$ cat src/wse_pkg.sv
// package: constants, encodings and timing counts for the weigh setpoint engine
package wse_pkg;

  // ************************************************************
  // widths and sizes
  // ************************************************************
  localparam int WEIGHT_W     = 24;
  localparam int NUM_SP       = 8;
  localparam int IDX_W        = 3;
  localparam int PCT_W        = 8;
  localparam int TMO_W        = 16;
  localparam int CNT_W        = 8;

  // ************************************************************
  // register offsets (byte address, word index = address / 4)
  // ************************************************************
  localparam logic [7:0] ADDR_CTRL      = 8'h00;
  localparam logic [7:0] ADDR_VALUE     = 8'h04;
  localparam logic [7:0] ADDR_HYST      = 8'h08;
  localparam logic [7:0] ADDR_BAND      = 8'h0C;
  localparam logic [7:0] ADDR_ANTIC     = 8'h10;
  localparam logic [7:0] ADDR_TUNE      = 8'h14;
  localparam logic [7:0] ADDR_SKEW      = 8'h18;
  localparam logic [7:0] ADDR_STATUS    = 8'h1C;
  localparam logic [7:0] ADDR_TARGET    = 8'h20;
  localparam logic [7:0] ADDR_REFTAB    = 8'h40;

  // ************************************************************
  // control register field positions
  // ************************************************************
  localparam int CTRL_TRIP_LSB  = 0;
  localparam int CTRL_ANT_LSB   = 2;
  localparam int CTRL_KIND_LSB  = 4;
  localparam int CTRL_BATCH_BIT = 7;
  localparam int CTRL_ACC_LSB   = 8;
  localparam int CTRL_PRN_LSB   = 10;
  localparam int CTRL_TARE_BIT  = 12;
  localparam int CTRL_REF_LSB   = 13;
  localparam int CTRL_EN_BIT    = 16;
  localparam int CTRL_START_BIT = 17;

  localparam int TUNE_PCT_LSB   = 0;
  localparam int TUNE_TMO_LSB   = 8;
  localparam int TUNE_CNT_LSB   = 24;

  // ************************************************************
  // reset values
  // ************************************************************
  localparam logic [PCT_W-1:0] RST_CORR_PCT  = 8'h32;
  localparam logic [TMO_W-1:0] RST_SETTLE    = 16'h0000;
  localparam logic [CNT_W-1:0] RST_ADAPTIVE_LEARNING_INT = 8'h01;
  localparam logic [WEIGHT_W-1:0] RST_SKEW   = 24'h00_0000;

  // ************************************************************
  // timing
  // ************************************************************
  localparam int CLK_MHZ        = 100;
  localparam int SETTLE_UNIT_MS = 100;
  localparam int SETTLE_UNIT_CYC = SETTLE_UNIT_MS * 1000 * CLK_MHZ;

  // ************************************************************
  // encodings
  // ************************************************************
  typedef enum logic [1:0]
  {
    WSE_TRIP_HIGHER  = 2'b00,
    WSE_TRIP_LOWER   = 2'b01,
    WSE_TRIP_INBAND  = 2'b10,
    WSE_TRIP_OUTBAND = 2'b11
  } wse_trip_e;

  typedef enum logic [1:0]
  {
    WSE_ANT_OFF   = 2'b00,
    WSE_ANT_FIXED = 2'b01,
    WSE_ANT_ADAPTIVE_LEARNING = 2'b10,
    WSE_ANT_FLOW  = 2'b11
  } wse_antic_e;

  typedef enum logic [2:0]
  {
    WSE_KIND_GROSS = 3'b000,
    WSE_KIND_NET   = 3'b001,
    WSE_KIND_ADD   = 3'b010,
    WSE_KIND_SUB   = 3'b011,
    WSE_KIND_PCT   = 3'b100
  } wse_kind_e;

  typedef enum logic [1:0]
  {
    WSE_ACC_OFF   = 2'b00,
    WSE_ACC_ON    = 2'b01,
    WSE_ACC_QUIET = 2'b10
  } wse_acc_e;

  typedef enum logic [1:0]
  {
    WSE_PRN_OFF  = 2'b00,
    WSE_PRN_ON   = 2'b01,
    WSE_PRN_WAIT = 2'b10
  } wse_prn_e;

  typedef enum logic [2:0]
  {
    WSE_ST_IDLE   = 3'b000,
    WSE_ST_FEED   = 3'b001,
    WSE_ST_SETTLE = 3'b010,
    WSE_ST_ADJUST = 3'b011,
    WSE_ST_DONE   = 3'b100
  } wse_state_e;

endpackage

$ cat src/wse_setpoint.sv
// module: one weight setpoint with trip logic, anticipation and done actions
`timescale 1ns/1ps

module wse_setpoint
  import wse_pkg::*;
#(
  parameter int WIDTH       = wse_pkg::WEIGHT_W,
  parameter int SETTLE_UNIT = wse_pkg::SETTLE_UNIT_CYC
)
(
  input  wire logic                     clk,
  input  wire logic                     rst_n,
  input  wire logic [7:0]               regAddr,
  input  wire logic [31:0]              regWdata,
  input  wire logic                     regWrite,
  input  wire logic                     regRead,
  output logic [31:0]                   regRdata,
  input  wire logic signed [WIDTH-1:0]  weightSample,
  input  wire logic                     sampleValid,
  input  wire logic                     standstill,
  output logic                          outputSelectN,
  output logic                          accumulatePulse,
  output logic                          printPulse,
  output logic                          tarePulse,
  output logic                          stepDone
);

  initial
  begin
    if (WIDTH < 8 || WIDTH > 32)
      $error("wse_setpoint: WIDTH out of range");
    if (SETTLE_UNIT < 1)
      $error("wse_setpoint: SETTLE_UNIT must be positive");
  end

  // ************************************************************
  // configuration registers
  // ************************************************************
  logic [17:0]             ctrl_reg;
  logic signed [WIDTH-1:0] value_reg;
  logic signed [WIDTH-1:0] hyst_reg;
  logic signed [WIDTH-1:0] band_reg;
  logic signed [WIDTH-1:0] antic_reg;
  logic signed [WIDTH-1:0] antic_next;
  logic [PCT_W-1:0]        corrPct_reg;
  logic [TMO_W-1:0]        settleTmo_reg;
  logic [CNT_W-1:0]        learnInt_reg;
  logic signed [WIDTH-1:0] skew_reg;
  logic signed [WIDTH-1:0] refTab_reg [NUM_SP];

  wse_trip_e  trip;
  wse_antic_e anticMode;
  wse_kind_e  kind;
  wse_acc_e   accMode;
  wse_prn_e   prnMode;
  logic       batchMode;
  logic       tareEn;
  logic       spEnable;
  logic [IDX_W-1:0] refIdx;

  assign trip      = wse_trip_e'(ctrl_reg[CTRL_TRIP_LSB +: 2]);
  assign anticMode = wse_antic_e'(ctrl_reg[CTRL_ANT_LSB +: 2]);
  assign kind      = wse_kind_e'(ctrl_reg[CTRL_KIND_LSB +: 3]);
  assign accMode   = wse_acc_e'(ctrl_reg[CTRL_ACC_LSB +: 2]);
  assign prnMode   = wse_prn_e'(ctrl_reg[CTRL_PRN_LSB +: 2]);
  assign batchMode = ctrl_reg[CTRL_BATCH_BIT];
  assign tareEn    = ctrl_reg[CTRL_TARE_BIT];
  assign spEnable  = ctrl_reg[CTRL_EN_BIT];
  assign refIdx    = ctrl_reg[CTRL_REF_LSB +: IDX_W];

  logic wrCtrl;
  logic wrRef;
  logic startReq;
  assign wrCtrl   = regWrite && (regAddr == ADDR_CTRL);
  assign wrRef    = regWrite && (regAddr[7:5] == ADDR_REFTAB[7:5]);
  assign startReq = wrCtrl && regWdata[CTRL_START_BIT];
  // start is judged against the control word being written, not the old one
  logic startBatch;
  assign startBatch = startReq && regWdata[CTRL_BATCH_BIT] && regWdata[CTRL_EN_BIT];

  always_ff @(posedge clk or negedge rst_n)
  begin
    if (!rst_n)
    begin
      ctrl_reg      <= '0;
      value_reg     <= '0;
      hyst_reg      <= '0;
      band_reg      <= '0;
      corrPct_reg   <= RST_CORR_PCT;
      settleTmo_reg <= RST_SETTLE;
      learnInt_reg  <= RST_ADAPTIVE_LEARNING_INT;
      skew_reg      <= WIDTH'(RST_SKEW);
    end
    else if (regWrite)
    begin
      case (regAddr)
        ADDR_CTRL:  ctrl_reg  <= {1'b0, regWdata[16:0]};
        ADDR_VALUE: value_reg <= regWdata[WIDTH-1:0];
        ADDR_HYST:  hyst_reg  <= regWdata[WIDTH-1:0];
        ADDR_BAND:  band_reg  <= regWdata[WIDTH-1:0];
        ADDR_SKEW:  skew_reg  <= regWdata[WIDTH-1:0];
        ADDR_TUNE:
        begin
          corrPct_reg   <= regWdata[TUNE_PCT_LSB +: PCT_W];
          settleTmo_reg <= regWdata[TUNE_TMO_LSB +: TMO_W];
          learnInt_reg  <= regWdata[TUNE_CNT_LSB +: CNT_W];
        end
        default: ;
      endcase
    end
  end

  // reference table holds the values of the other setpoints
  always_ff @(posedge clk or negedge rst_n)
  begin
    if (!rst_n)
      for (int i = 0; i < NUM_SP; i++)
        refTab_reg[i] <= '0;
    else if (wrRef)
      refTab_reg[regAddr[4:2]] <= regWdata[WIDTH-1:0];
  end

  // ************************************************************
  // target and trip evaluation
  // ************************************************************
  logic signed [WIDTH-1:0] target;

  wse_target_calc #(.WIDTH(WIDTH)) u_target
  (
    .clk      (clk),
    .rst_n    (rst_n),
    .kind     (kind),
    .ownValue (value_reg),
    .refValue (refTab_reg[refIdx]),
    .target   (target)
  );

  logic signed [WIDTH-1:0] prevWeight_reg;
  logic signed [WIDTH-1:0] rate_reg;
  logic signed [WIDTH-1:0] lead;
  logic signed [WIDTH-1:0] tripVal;
  logic signed [WIDTH-1:0] projected;
  logic                    rising;
  logic                    rawMet;
  logic                    inBandHit;
  logic                    armed_reg;
  logic                    met;

  assign rising = (trip != WSE_TRIP_LOWER);
  assign projected = weightSample + ((anticMode == WSE_ANT_FLOW) ? rate_reg : '0);
  assign lead = (anticMode == WSE_ANT_FIXED || anticMode == WSE_ANT_ADAPTIVE_LEARNING) ? antic_reg : '0;
  assign tripVal = rising ? target - lead : target + lead;
  assign inBandHit = (weightSample >= target - band_reg) && (weightSample <= target + band_reg);

  assign rawMet = (trip == WSE_TRIP_HIGHER) ? (projected >= tripVal) :
                  (trip == WSE_TRIP_LOWER)  ? (projected <= tripVal) :
                  (trip == WSE_TRIP_INBAND) ? inBandHit : !inBandHit;
  assign met = rawMet && armed_reg;

  logic outsideHyst;
  assign outsideHyst = rising ? (weightSample < target - hyst_reg) : (weightSample > target + hyst_reg);

  always_ff @(posedge clk or negedge rst_n)
  begin
    if (!rst_n)
    begin
      armed_reg      <= 1'b1;
      prevWeight_reg <= '0;
      rate_reg       <= '0;
    end
    else if (sampleValid)
    begin
      prevWeight_reg <= weightSample;
      rate_reg       <= weightSample - prevWeight_reg;
      if (!rawMet && outsideHyst)
        armed_reg <= 1'b1;
      else if (rawMet && !batchMode)
        armed_reg <= 1'b0;
    end
  end

  // ************************************************************
  // batch sequencing and anticipation learning
  // ************************************************************
  wse_state_e state_reg;
  wse_state_e state_next;
  logic [31:0]      unitCnt_reg;
  logic [TMO_W-1:0] tenthCnt_reg;
  logic [CNT_W-1:0] batchCnt_reg;
  logic             prnWait_reg;
  logic             tick;
  logic             settleExpired;
  logic signed [WIDTH-1:0]   err;
  logic signed [WIDTH+8:0]   corr;
  logic                      errUsable;
  logic                      recalcDue;

  assign tick          = (unitCnt_reg == 32'(SETTLE_UNIT - 1));
  assign settleExpired = (tenthCnt_reg >= settleTmo_reg);
  // error from the last valid sample; the weight pins are not held between samples
  assign err           = rising ? prevWeight_reg - target : target - prevWeight_reg;
  assign corr = ((WIDTH+9)'(err) * (WIDTH+9)'(signed'({1'b0, corrPct_reg}))) / (WIDTH+9)'(100);
  assign errUsable = (skew_reg == '0) || ((err <= skew_reg) && (err >= -skew_reg));
  assign recalcDue = (batchCnt_reg + 8'h01 >= learnInt_reg);

  always_comb
  begin
    state_next = state_reg;
    case (state_reg)
      WSE_ST_IDLE:   if (startBatch) state_next = WSE_ST_FEED;
      WSE_ST_FEED:   if (sampleValid && met) state_next = WSE_ST_SETTLE;
      WSE_ST_SETTLE:
      begin
        if (standstill)
          state_next = WSE_ST_ADJUST;
        else if (settleExpired)
          state_next = WSE_ST_DONE;
      end
      WSE_ST_ADJUST: state_next = WSE_ST_DONE;
      WSE_ST_DONE:   state_next = WSE_ST_IDLE;
      default:       state_next = WSE_ST_IDLE;
    endcase
  end

  always_comb
  begin
    antic_next = antic_reg;
    if (state_reg == WSE_ST_ADJUST && anticMode == WSE_ANT_ADAPTIVE_LEARNING && recalcDue && errUsable)
      antic_next = antic_reg + corr[WIDTH-1:0];
  end

  always_ff @(posedge clk or negedge rst_n)
  begin
    if (!rst_n)
    begin
      state_reg    <= WSE_ST_IDLE;
      unitCnt_reg  <= '0;
      tenthCnt_reg <= '0;
      batchCnt_reg <= '0;
      antic_reg    <= '0;
    end
    else
    begin
      state_reg   <= state_next;
      unitCnt_reg <= (state_reg != WSE_ST_SETTLE || tick) ? '0 : unitCnt_reg + 32'd1;
      if (state_reg != WSE_ST_SETTLE)
        tenthCnt_reg <= '0;
      else if (tick)
        tenthCnt_reg <= tenthCnt_reg + 16'd1;
      if (regWrite && regAddr == ADDR_ANTIC)
        antic_reg <= regWdata[WIDTH-1:0];
      else
        antic_reg <= antic_next;
      if (state_reg == WSE_ST_ADJUST || (state_reg == WSE_ST_SETTLE && state_next == WSE_ST_DONE))
        batchCnt_reg <= recalcDue ? '0 : batchCnt_reg + 8'h01;
    end
  end

  // ************************************************************
  // done actions and output
  // ************************************************************
  logic satisfied;
  assign satisfied = batchMode ? (state_reg == WSE_ST_FEED && state_next == WSE_ST_SETTLE)
                               : (sampleValid && met && spEnable);

  always_ff @(posedge clk or negedge rst_n)
  begin
    if (!rst_n)
    begin
      accumulatePulse <= 1'b0;
      printPulse      <= 1'b0;
      tarePulse       <= 1'b0;
      prnWait_reg     <= 1'b0;
      stepDone        <= 1'b0;
      outputSelectN   <= 1'b1;
      regRdata        <= '0;
    end
    else
    begin
      accumulatePulse <= satisfied && (accMode != WSE_ACC_OFF);
      printPulse <= (satisfied && (prnMode == WSE_PRN_ON || accMode == WSE_ACC_ON)) ||
                    (prnWait_reg && standstill);
      if (satisfied && prnMode == WSE_PRN_WAIT)
        prnWait_reg <= 1'b1;
      else if (standstill)
        prnWait_reg <= 1'b0;
      tarePulse <= satisfied && tareEn;
      stepDone  <= (state_reg == WSE_ST_DONE);
      if (batchMode)
        outputSelectN <= !(state_next == WSE_ST_FEED);
      else if (sampleValid)
        outputSelectN <= !(spEnable && met);
      regRdata <= '0;
      if (regRead)
        case (regAddr)
          ADDR_CTRL:   regRdata <= 32'(ctrl_reg);
          ADDR_VALUE:  regRdata <= 32'(value_reg);
          ADDR_HYST:   regRdata <= 32'(hyst_reg);
          ADDR_BAND:   regRdata <= 32'(band_reg);
          ADDR_TUNE:   regRdata <= {learnInt_reg, settleTmo_reg, corrPct_reg};
          ADDR_SKEW:   regRdata <= 32'(skew_reg);
          ADDR_ANTIC:  regRdata <= 32'(antic_reg);
          ADDR_STATUS: regRdata <= {24'h00_0000, batchCnt_reg[3:0], armed_reg, state_reg};
          ADDR_TARGET: regRdata <= 32'(target);
          default:     regRdata <= '0;
        endcase
    end
  end

endmodule

$ cat src/wse_target_calc.sv
// module: forms the target weight of a relative setpoint from its reference
`timescale 1ns/1ps
module wse_target_calc
  import wse_pkg::*;
#(
  parameter int WIDTH = wse_pkg::WEIGHT_W
)
(
  input  wire logic                     clk,
  input  wire logic                     rst_n,
  input  wire wse_pkg::wse_kind_e       kind,
  input  wire logic signed [WIDTH-1:0]  ownValue,
  input  wire logic signed [WIDTH-1:0]  refValue,
  output logic signed [WIDTH-1:0]       target
);

  initial
  begin
    if (WIDTH < 8 || WIDTH > 48)
      $error("wse_target_calc: WIDTH out of range");
  end

  logic signed [2*WIDTH-1:0] pctProd;
  logic signed [2*WIDTH-1:0] pctQuot;
  logic signed [WIDTH-1:0]   addSum;
  logic signed [WIDTH-1:0]   subDiff;
  logic signed [WIDTH-1:0]   targetNext;

  assign addSum  = refValue + ownValue;
  assign subDiff = refValue - ownValue;
  assign pctProd = refValue * ownValue;
  assign pctQuot = pctProd / (2*WIDTH)'(100);

  assign targetNext = (kind == WSE_KIND_ADD) ? addSum :
                      (kind == WSE_KIND_SUB) ? subDiff :
                      (kind == WSE_KIND_PCT) ? pctQuot[WIDTH-1:0] : ownValue;

  always_ff @(posedge clk or negedge rst_n)
  begin
    if (!rst_n)
      target <= '0;
    else
      target <= targetNext;
  end

endmodule

$ cat config.mk
export PLATFORM = sky130hd
export DESIGN_NAME = wse_setpoint
export DESIGN_NICKNAME = d
export VERILOG_FILES = /design/src/wse_pkg.sv /design/src/wse_setpoint.sv /design/src/wse_target_calc.sv
export SDC_FILE = /design/constraint.sdc
export NUM_CORES = 2
export LEC_CHECK = 0
export BUFFER_PORTS_ARGS = -buffer_cell sky130_fd_sc_hd__buf_2
export CORE_MARGIN = 8
export CORE_UTILIZATION = 40
export DETAILED_ROUTE_END_ITERATION = 10
export GPL_TIMING_DRIVEN = 0
export PLACE_DENSITY_LB_ADDON = 0.25
export SYNTH_ARGS = -nofsm -noshare
export SYNTH_HDL_FRONTEND = slang
export SYNTH_SLANG_ARGS = --single-unit
$ cat constraint.sdc
create_clock -name clk -period 50 [get_ports clk]
set_input_delay 5 -clock clk [delete_from_list [all_inputs] [get_ports clk]]
set_output_delay 5 -clock clk [all_outputs]
set_load 0.02 [all_outputs]
# Word-level counts from Yosys, hierarchy flattened
# Index checks and enable logic that the tools add are counted.
[totals]
regBits = 531
latch_bits = 0
ramBits = 0
mem_bits_ro = 0
in_bits = 70
wordCells = 188
mem_count = 0
[classes]
add_sub_neg = 17
multipliers = 2
div_mod_pow = 2
magnitude_cmp = 13
n_eq_ne = 30
n_shift = 0
muxes = 37
bitwise_logic = 2
n_reduce_logical = 53
[ops]
columns = ["cell", "count"]
rows = [
  ["$mux W24", 12],
  ["$pmux W32 S9", 1],
  ["$bwmux W192", 1],
  ["$sub A24 B24 Y24", 7],
  ["$add A24 B24 Y24", 6],
  ["$bmux W24 S3", 1],
  ["$demux W24 S3", 1],
  ["$ge A24 B24 Y1", 3],
  ["$le A24 B24 Y1", 3],
  ["$mux W32", 2],
  ["$div A48 B8 Y48 const B", 1],
  ["$mul A24 B24 Y48", 1],
  ["$div A33 B8 Y33 const B", 1],
  ["$mul A24 B9 Y33", 1],
  ["$add A32 B1 Y32 const B", 1],
  ["$eq A32 B24 Y1 const B", 1],
  ["$eq A8 B5 Y1 const B", 4],
  ["$mux W16", 2],
  ["$logic_and A1 B1 Y1", 25],
  ["$gt A24 B24 Y1", 1],
  ["$logic_not A24 Y1", 1],
  ["$lt A24 B24 Y1", 1],
  ["$neg A24 Y24", 1],
  ["$eq A3 B2 Y1 const B", 6],
  ["other kinds (27)", 72],
]

# Longest topological paths before layout
[depth]
depth_word = 17
depth_mapped = 164
mapped_depth_nobuf = 155

# Hierarchy
# A second synthesis with hierarchy kept.
[hier_totals]
hier_cells = 10344
hier_area_um2 = 88746.4
[modules_own_cells]
columns = ["mod", "instances", "cells_per_inst", "area_each_um2", "seq_area_each_um2"]
rows = [
  ["wse_setpoint", 1, 5561, 50572.3, 12694.7],
  ["wse_target_calc", 1, 4783, 38174.1, 600.6],
]

# Worst setup path before layout
# OpenSTA, ideal clock, no wires.
[synth_timing]
kind = "flip-flop to flip-flop"
startpoint = "reg ctrl_reg[13]"
endpoint = "reg u_target.target[22]"
setup_time_ps = 136
t_arrival_ps = 36262
setup_slack_ps = 13602
path_stages_with_launch = 141
path_buffers = 14
synth_period_minus_slack_ps = 36398
path_cell_list = "dfrtp_1 > clkbuf_1 > clkbuf_1 > buf_1 > mux4_2 > mux2_2 > clkbuf_1 > ha_1 > fa_1 > inv_1 > fa_1 > inv_1 > fa_1 > fa_1 > fa_1 > fa_1 > inv_1 > fa_1 > [... 105 more ...] > buf_6 > o311ai_2 > a21oi_1 > o211a_1 > o21bai_2 > a221o_1 > a311o_1 > nand3_1 > mux2_2 > a221oi_1 > o31a_1 > ha_1 > buf_1 > and3_1 > a31oi_1 > xnor2_1 > mux2i_1 > o21ai_0"
[synth_via]
elab_chain_len = 9
elab_cells_between_ends = 11
[synth_rtl]
columns = ["item", "line", "text"]
rows = [
  ["from (decl)", "wse_setpoint.sv:39", "logic [17:0] ctrl_reg;"],
  ["from (signal assigned)", "wse_setpoint.sv:97", "ADDR_CTRL: ctrl_reg <= {1'b0, regWdata[16:0]};"],
  ["$not A3 Y4 (not written as such) *", "wse_setpoint.sv:134", ".refValue (refTab_reg[refIdx]),"],
  ["$bmux W24 S3 *", "wse_setpoint.sv:134", ""],
  ["$mux W24 (not written as such) * (2 in series)", "wse_setpoint.sv:134", ""],
  ["$mul A24 B24 Y48", "wse_target_calc.sv:31", "assign pctProd = refValue * ownValue;"],
  ["$div A48 B8 Y48", "wse_target_calc.sv:32", "assign pctQuot = pctProd / (2*WIDTH)'(100);"],
  ["$mux W24", "wse_target_calc.sv:36", "(kind == WSE_KIND_PCT) ? pctQuot[WIDTH-1:0] : ownValue;"],
  ["$mux W24", "wse_target_calc.sv:35", "(kind == WSE_KIND_SUB) ? subDiff :"],
  ["$mux W24 *", "wse_target_calc.sv:34", "assign targetNext = (kind == WSE_KIND_ADD) ? addSum :"],
  ["via u_target.targetNext[22]", "wse_target_calc.sv:27", "logic signed [WIDTH-1:0] targetNext;"],
  ["to (signal assigned)", "wse_target_calc.sv:43", "target <= targetNext;"],
  ["to (decl)", "wse_target_calc.sv:14", "output logic signed [WIDTH-1:0] target"],
]
# The timed path passes the listed nets; every way through them passes the cells marked *. The select of a mux whose other input is x is not followed.
# A chain may end at the register's enable or synchronous reset.

# Final worst setup path
# Ends and elaborated chain as after synthesis.

==> run metrics <==
first-pass GRT wire length 462,000 µm; nets 11,600; Hold Crit Depth 2; max_slew headroom 1.59%; worst-margin pin slew 1470 ps; clock root cell clkbuf_16; CTS tree done; worst hold endpoint refTab_reg[146]; post-route minimum period 45,870 ps; Worst Path Buf+Inv 14; DR vias 75,600; H-tree levels 2; Fin. Hold Viols 0; CP max stage delay 970 ps; Mapped Cells 9,900; critical path's most frequent cell fa_1; reg2reg start ctrl_reg[13]; drt pass-1 iters 10; chip height 479 µm; Fin Setup TNS 0 ps; Critical Path End Type flip-flop; Peak Freq 21.8 MHz; Max Clock Skew 21.9 ps; Netlist cell types 172; Max Cap Viol 0; vias in the first global route 75,600; final antenna-violating net count 0; grt ovf 0; Yosys warnings 0; port bufs 104; largest net degree at the start of global routing 124; FF-to-FF path depth 136; period utilization 91.7%; async set-reset flop share out of synthesis 100%; Num CTS Buffers 53; drt total wl 301,000 µm; critical path peak fanout 12; critical path startpoint category flip-flop; starting density of the core 40.2%; Clock Latency Late Sink 660 ps; RSZ-0062 raised after global routing no; Top FF cell, synth dfrtp_1; Core Area 214,000 µm²; final setup fails 0; setup bufs post-CTS 0; Max stage delay cell, worst path mux2i_1; initial antenna violation count 23; Syn Std Cell Area 85,900 µm²; Top Family by Delay on Critical Path compound AO/OA/AOI/OAI gates; HP Class flip-flop to flip-flop; worst setup path class flip-flop to flip-flop; CP arrival 46,430 ps; post-CTS sizing 0; clk sinks 531; Reg2Reg Setup Slack 4130 ps; I/O Pins 107; clock buffer depth 3; reg2reg end u_target.target[22]; Hold Buf Count CTS 0; CTS clk-pin slew, worst paths 70 ps; EDFF count, synth 0; Final Wtd Congestion 1.02; Largest register FFs 192; Rows 170; Pins Over Slew Limit 0; sequential area share after synthesis 15.5%; Die Area 230,000 µm²; Detail Placement HPWL 245,000 µm; average vias per placed instance 5.83; Syn Nets 11,400; area delta synth->final 7.17%; WL/cell 23.3 µm; total track usage 25.6%; hold_sp refTab_reg[146]; outcome complete, no violations; DRC violations left 0; Synth Register Bits 531; Die W 479 µm; layout cells sized above 1 9.91%; syn_area_per_cell 8.68 µm²; CP required 50,560 ps; DRT iter0 DRCs 6,418
==> layer usage <==
metal	vias up	GRT usage [%]	part of all wire (%)
met4	8	11.1	5.4
met3	612	3.34	6.7
li1	34500	-	-
met1	37700	34.3	43
met5	-	0	0.018
met2	2755	41.4	45
==> Yosys cell counts, types with 45 or more instances <==
cell         n  share of area [%]
mux4_2      48                1.3
fa_1       769                 18
nand2_1    830                3.6
nand2b_1   111               0.81
nand3_1    181                1.1
o21ai_0    340                2.0
xor2_1     177                1.8
o21bai_1   110               0.96
nor4_1      60               0.44
and2_1     299                2.2
nor2b_1     96               0.70
o211ai_1    59               0.52
o21ai_1     62               0.36
o21a_1      50               0.44
a21o_1     153                1.3
mux2_2     388                5.1
ha_1       680                9.9
o31ai_1     45               0.39
xnor2_1    459                4.7
a31oi_1    118               0.86
nor2_1     744                3.3
inv_1     1174                5.1
or3_1       75               0.55
a211oi_1    79               0.69
and3_1      75               0.55
nand4_1     93               0.68
dfrtp_1    525                 15
nor3_1     158               0.92
a22oi_1     58               0.51
clkbuf_1   291                1.3
mux2i_1     92                1.1
a21oi_1    542                3.2
==> metrics by stage <==
stage               cells  util (%)  area, µm²  hold WS, ps  setup WS, ps
finish              13000      43.0      92100          484          4130
detailed placement  12800      42.1      90200          469          4880
global placement    12800      42.1      90000          459          5100
floorplan            9900         -      85900          445         13600
global route        13000      43.0      92100          512          1390
CTS                 12900      43.0      92000          485          4740
==> worst register-to-register path: cells and delay by family, from the launching register on <==
family | cells | cell delay, ps
compound gates | 66 | 22310
mux | 10 | 4120
buf+inv | 14 | 4340
xor+xnor | 6 | 2130
simple gates | 30 | 8120
fa+ha+maj | 10 | 4350
flops | 1 | 330
==> cells in the final DEF, fill, tap and decap left out, types with 62 or more instances in the layout <==
| cell type | n |
|---|---|
| and3_1 | 75 |
| a21o_1 | 153 |
| nor2_1 | 744 |
| a21oi_1 | 542 |
| clkbuf_1 | 301 |
| nand3_1 | 181 |
| nor3_1 | 157 |
| o21ai_1 | 62 |
| mux2_2 | 388 |
| mux2i_1 | 92 |
| o21ai_0 | 340 |
| nand2b_1 | 111 |
| inv_1 | 1174 |
| a31oi_1 | 118 |
| and2_1 | 299 |
| a211oi_1 | 79 |
| or3_1 | 75 |
| buf_2 | 122 |
| nand2_1 | 830 |
| xor2_1 | 176 |
| fa_1 | 769 |
| dfrtp_1 | 525 |
| o21bai_1 | 110 |
| nand4_1 | 93 |
| ha_1 | 680 |
| xnor2_1 | 456 |
| nor2b_1 | 96 |
==> cell families (layout without fill, tap and decap cells) <==
logic type                 Yosys count  after routing  synth area share (%)
adders and majority gates         1469           1469                  28.1
DFF                                531            531                  15.5
other                                0             14                     0
AOI/OAI and AO/OA                 2199           2199                  18.0
muxes                              541            541                  7.65
and+or+nand+nor                   2924           2924                  16.7
buffers and inverters             1590           1796                  7.40
xor gates and xnor gates           646            646                  6.69
==> worst max-delay path by stage <==
stage / endpoint / cells past startpoint / start / slack [ps]
final: u_target.target[22] / 136 / ctrl_reg[13] / 4130
after global routing: u_target.target[22] / 137 / ctrl_reg[13] / 1390
after CTS: u_target.target[22] / 136 / ctrl_reg[13] / 4740
after detailed placement: u_target.target[22] / 136 / ctrl_reg[13] / 4880
after global placement: u_target.target[22] / 133 / ctrl_reg[13] / 5100
after floorplan: u_target.target[22] / 140 / ctrl_reg[13] / 13600
==> area by class of cell <==
cell class                 instances  area [µm²]
timing repair buffer             110         653
antenna                           14        35.0
buffer                           397        1880
clock buffer                      70        1460
fill                           21500      122000
clock inverter                    26         424
multi-input combinational       7779       66300
inverter                        1193        4480
sequential                       531       13300
tap                             2838        3550
Power is left out: the tool's default activity adds up to more than one toggle a clock period on the data nets, which glitch-free logic cannot reach.
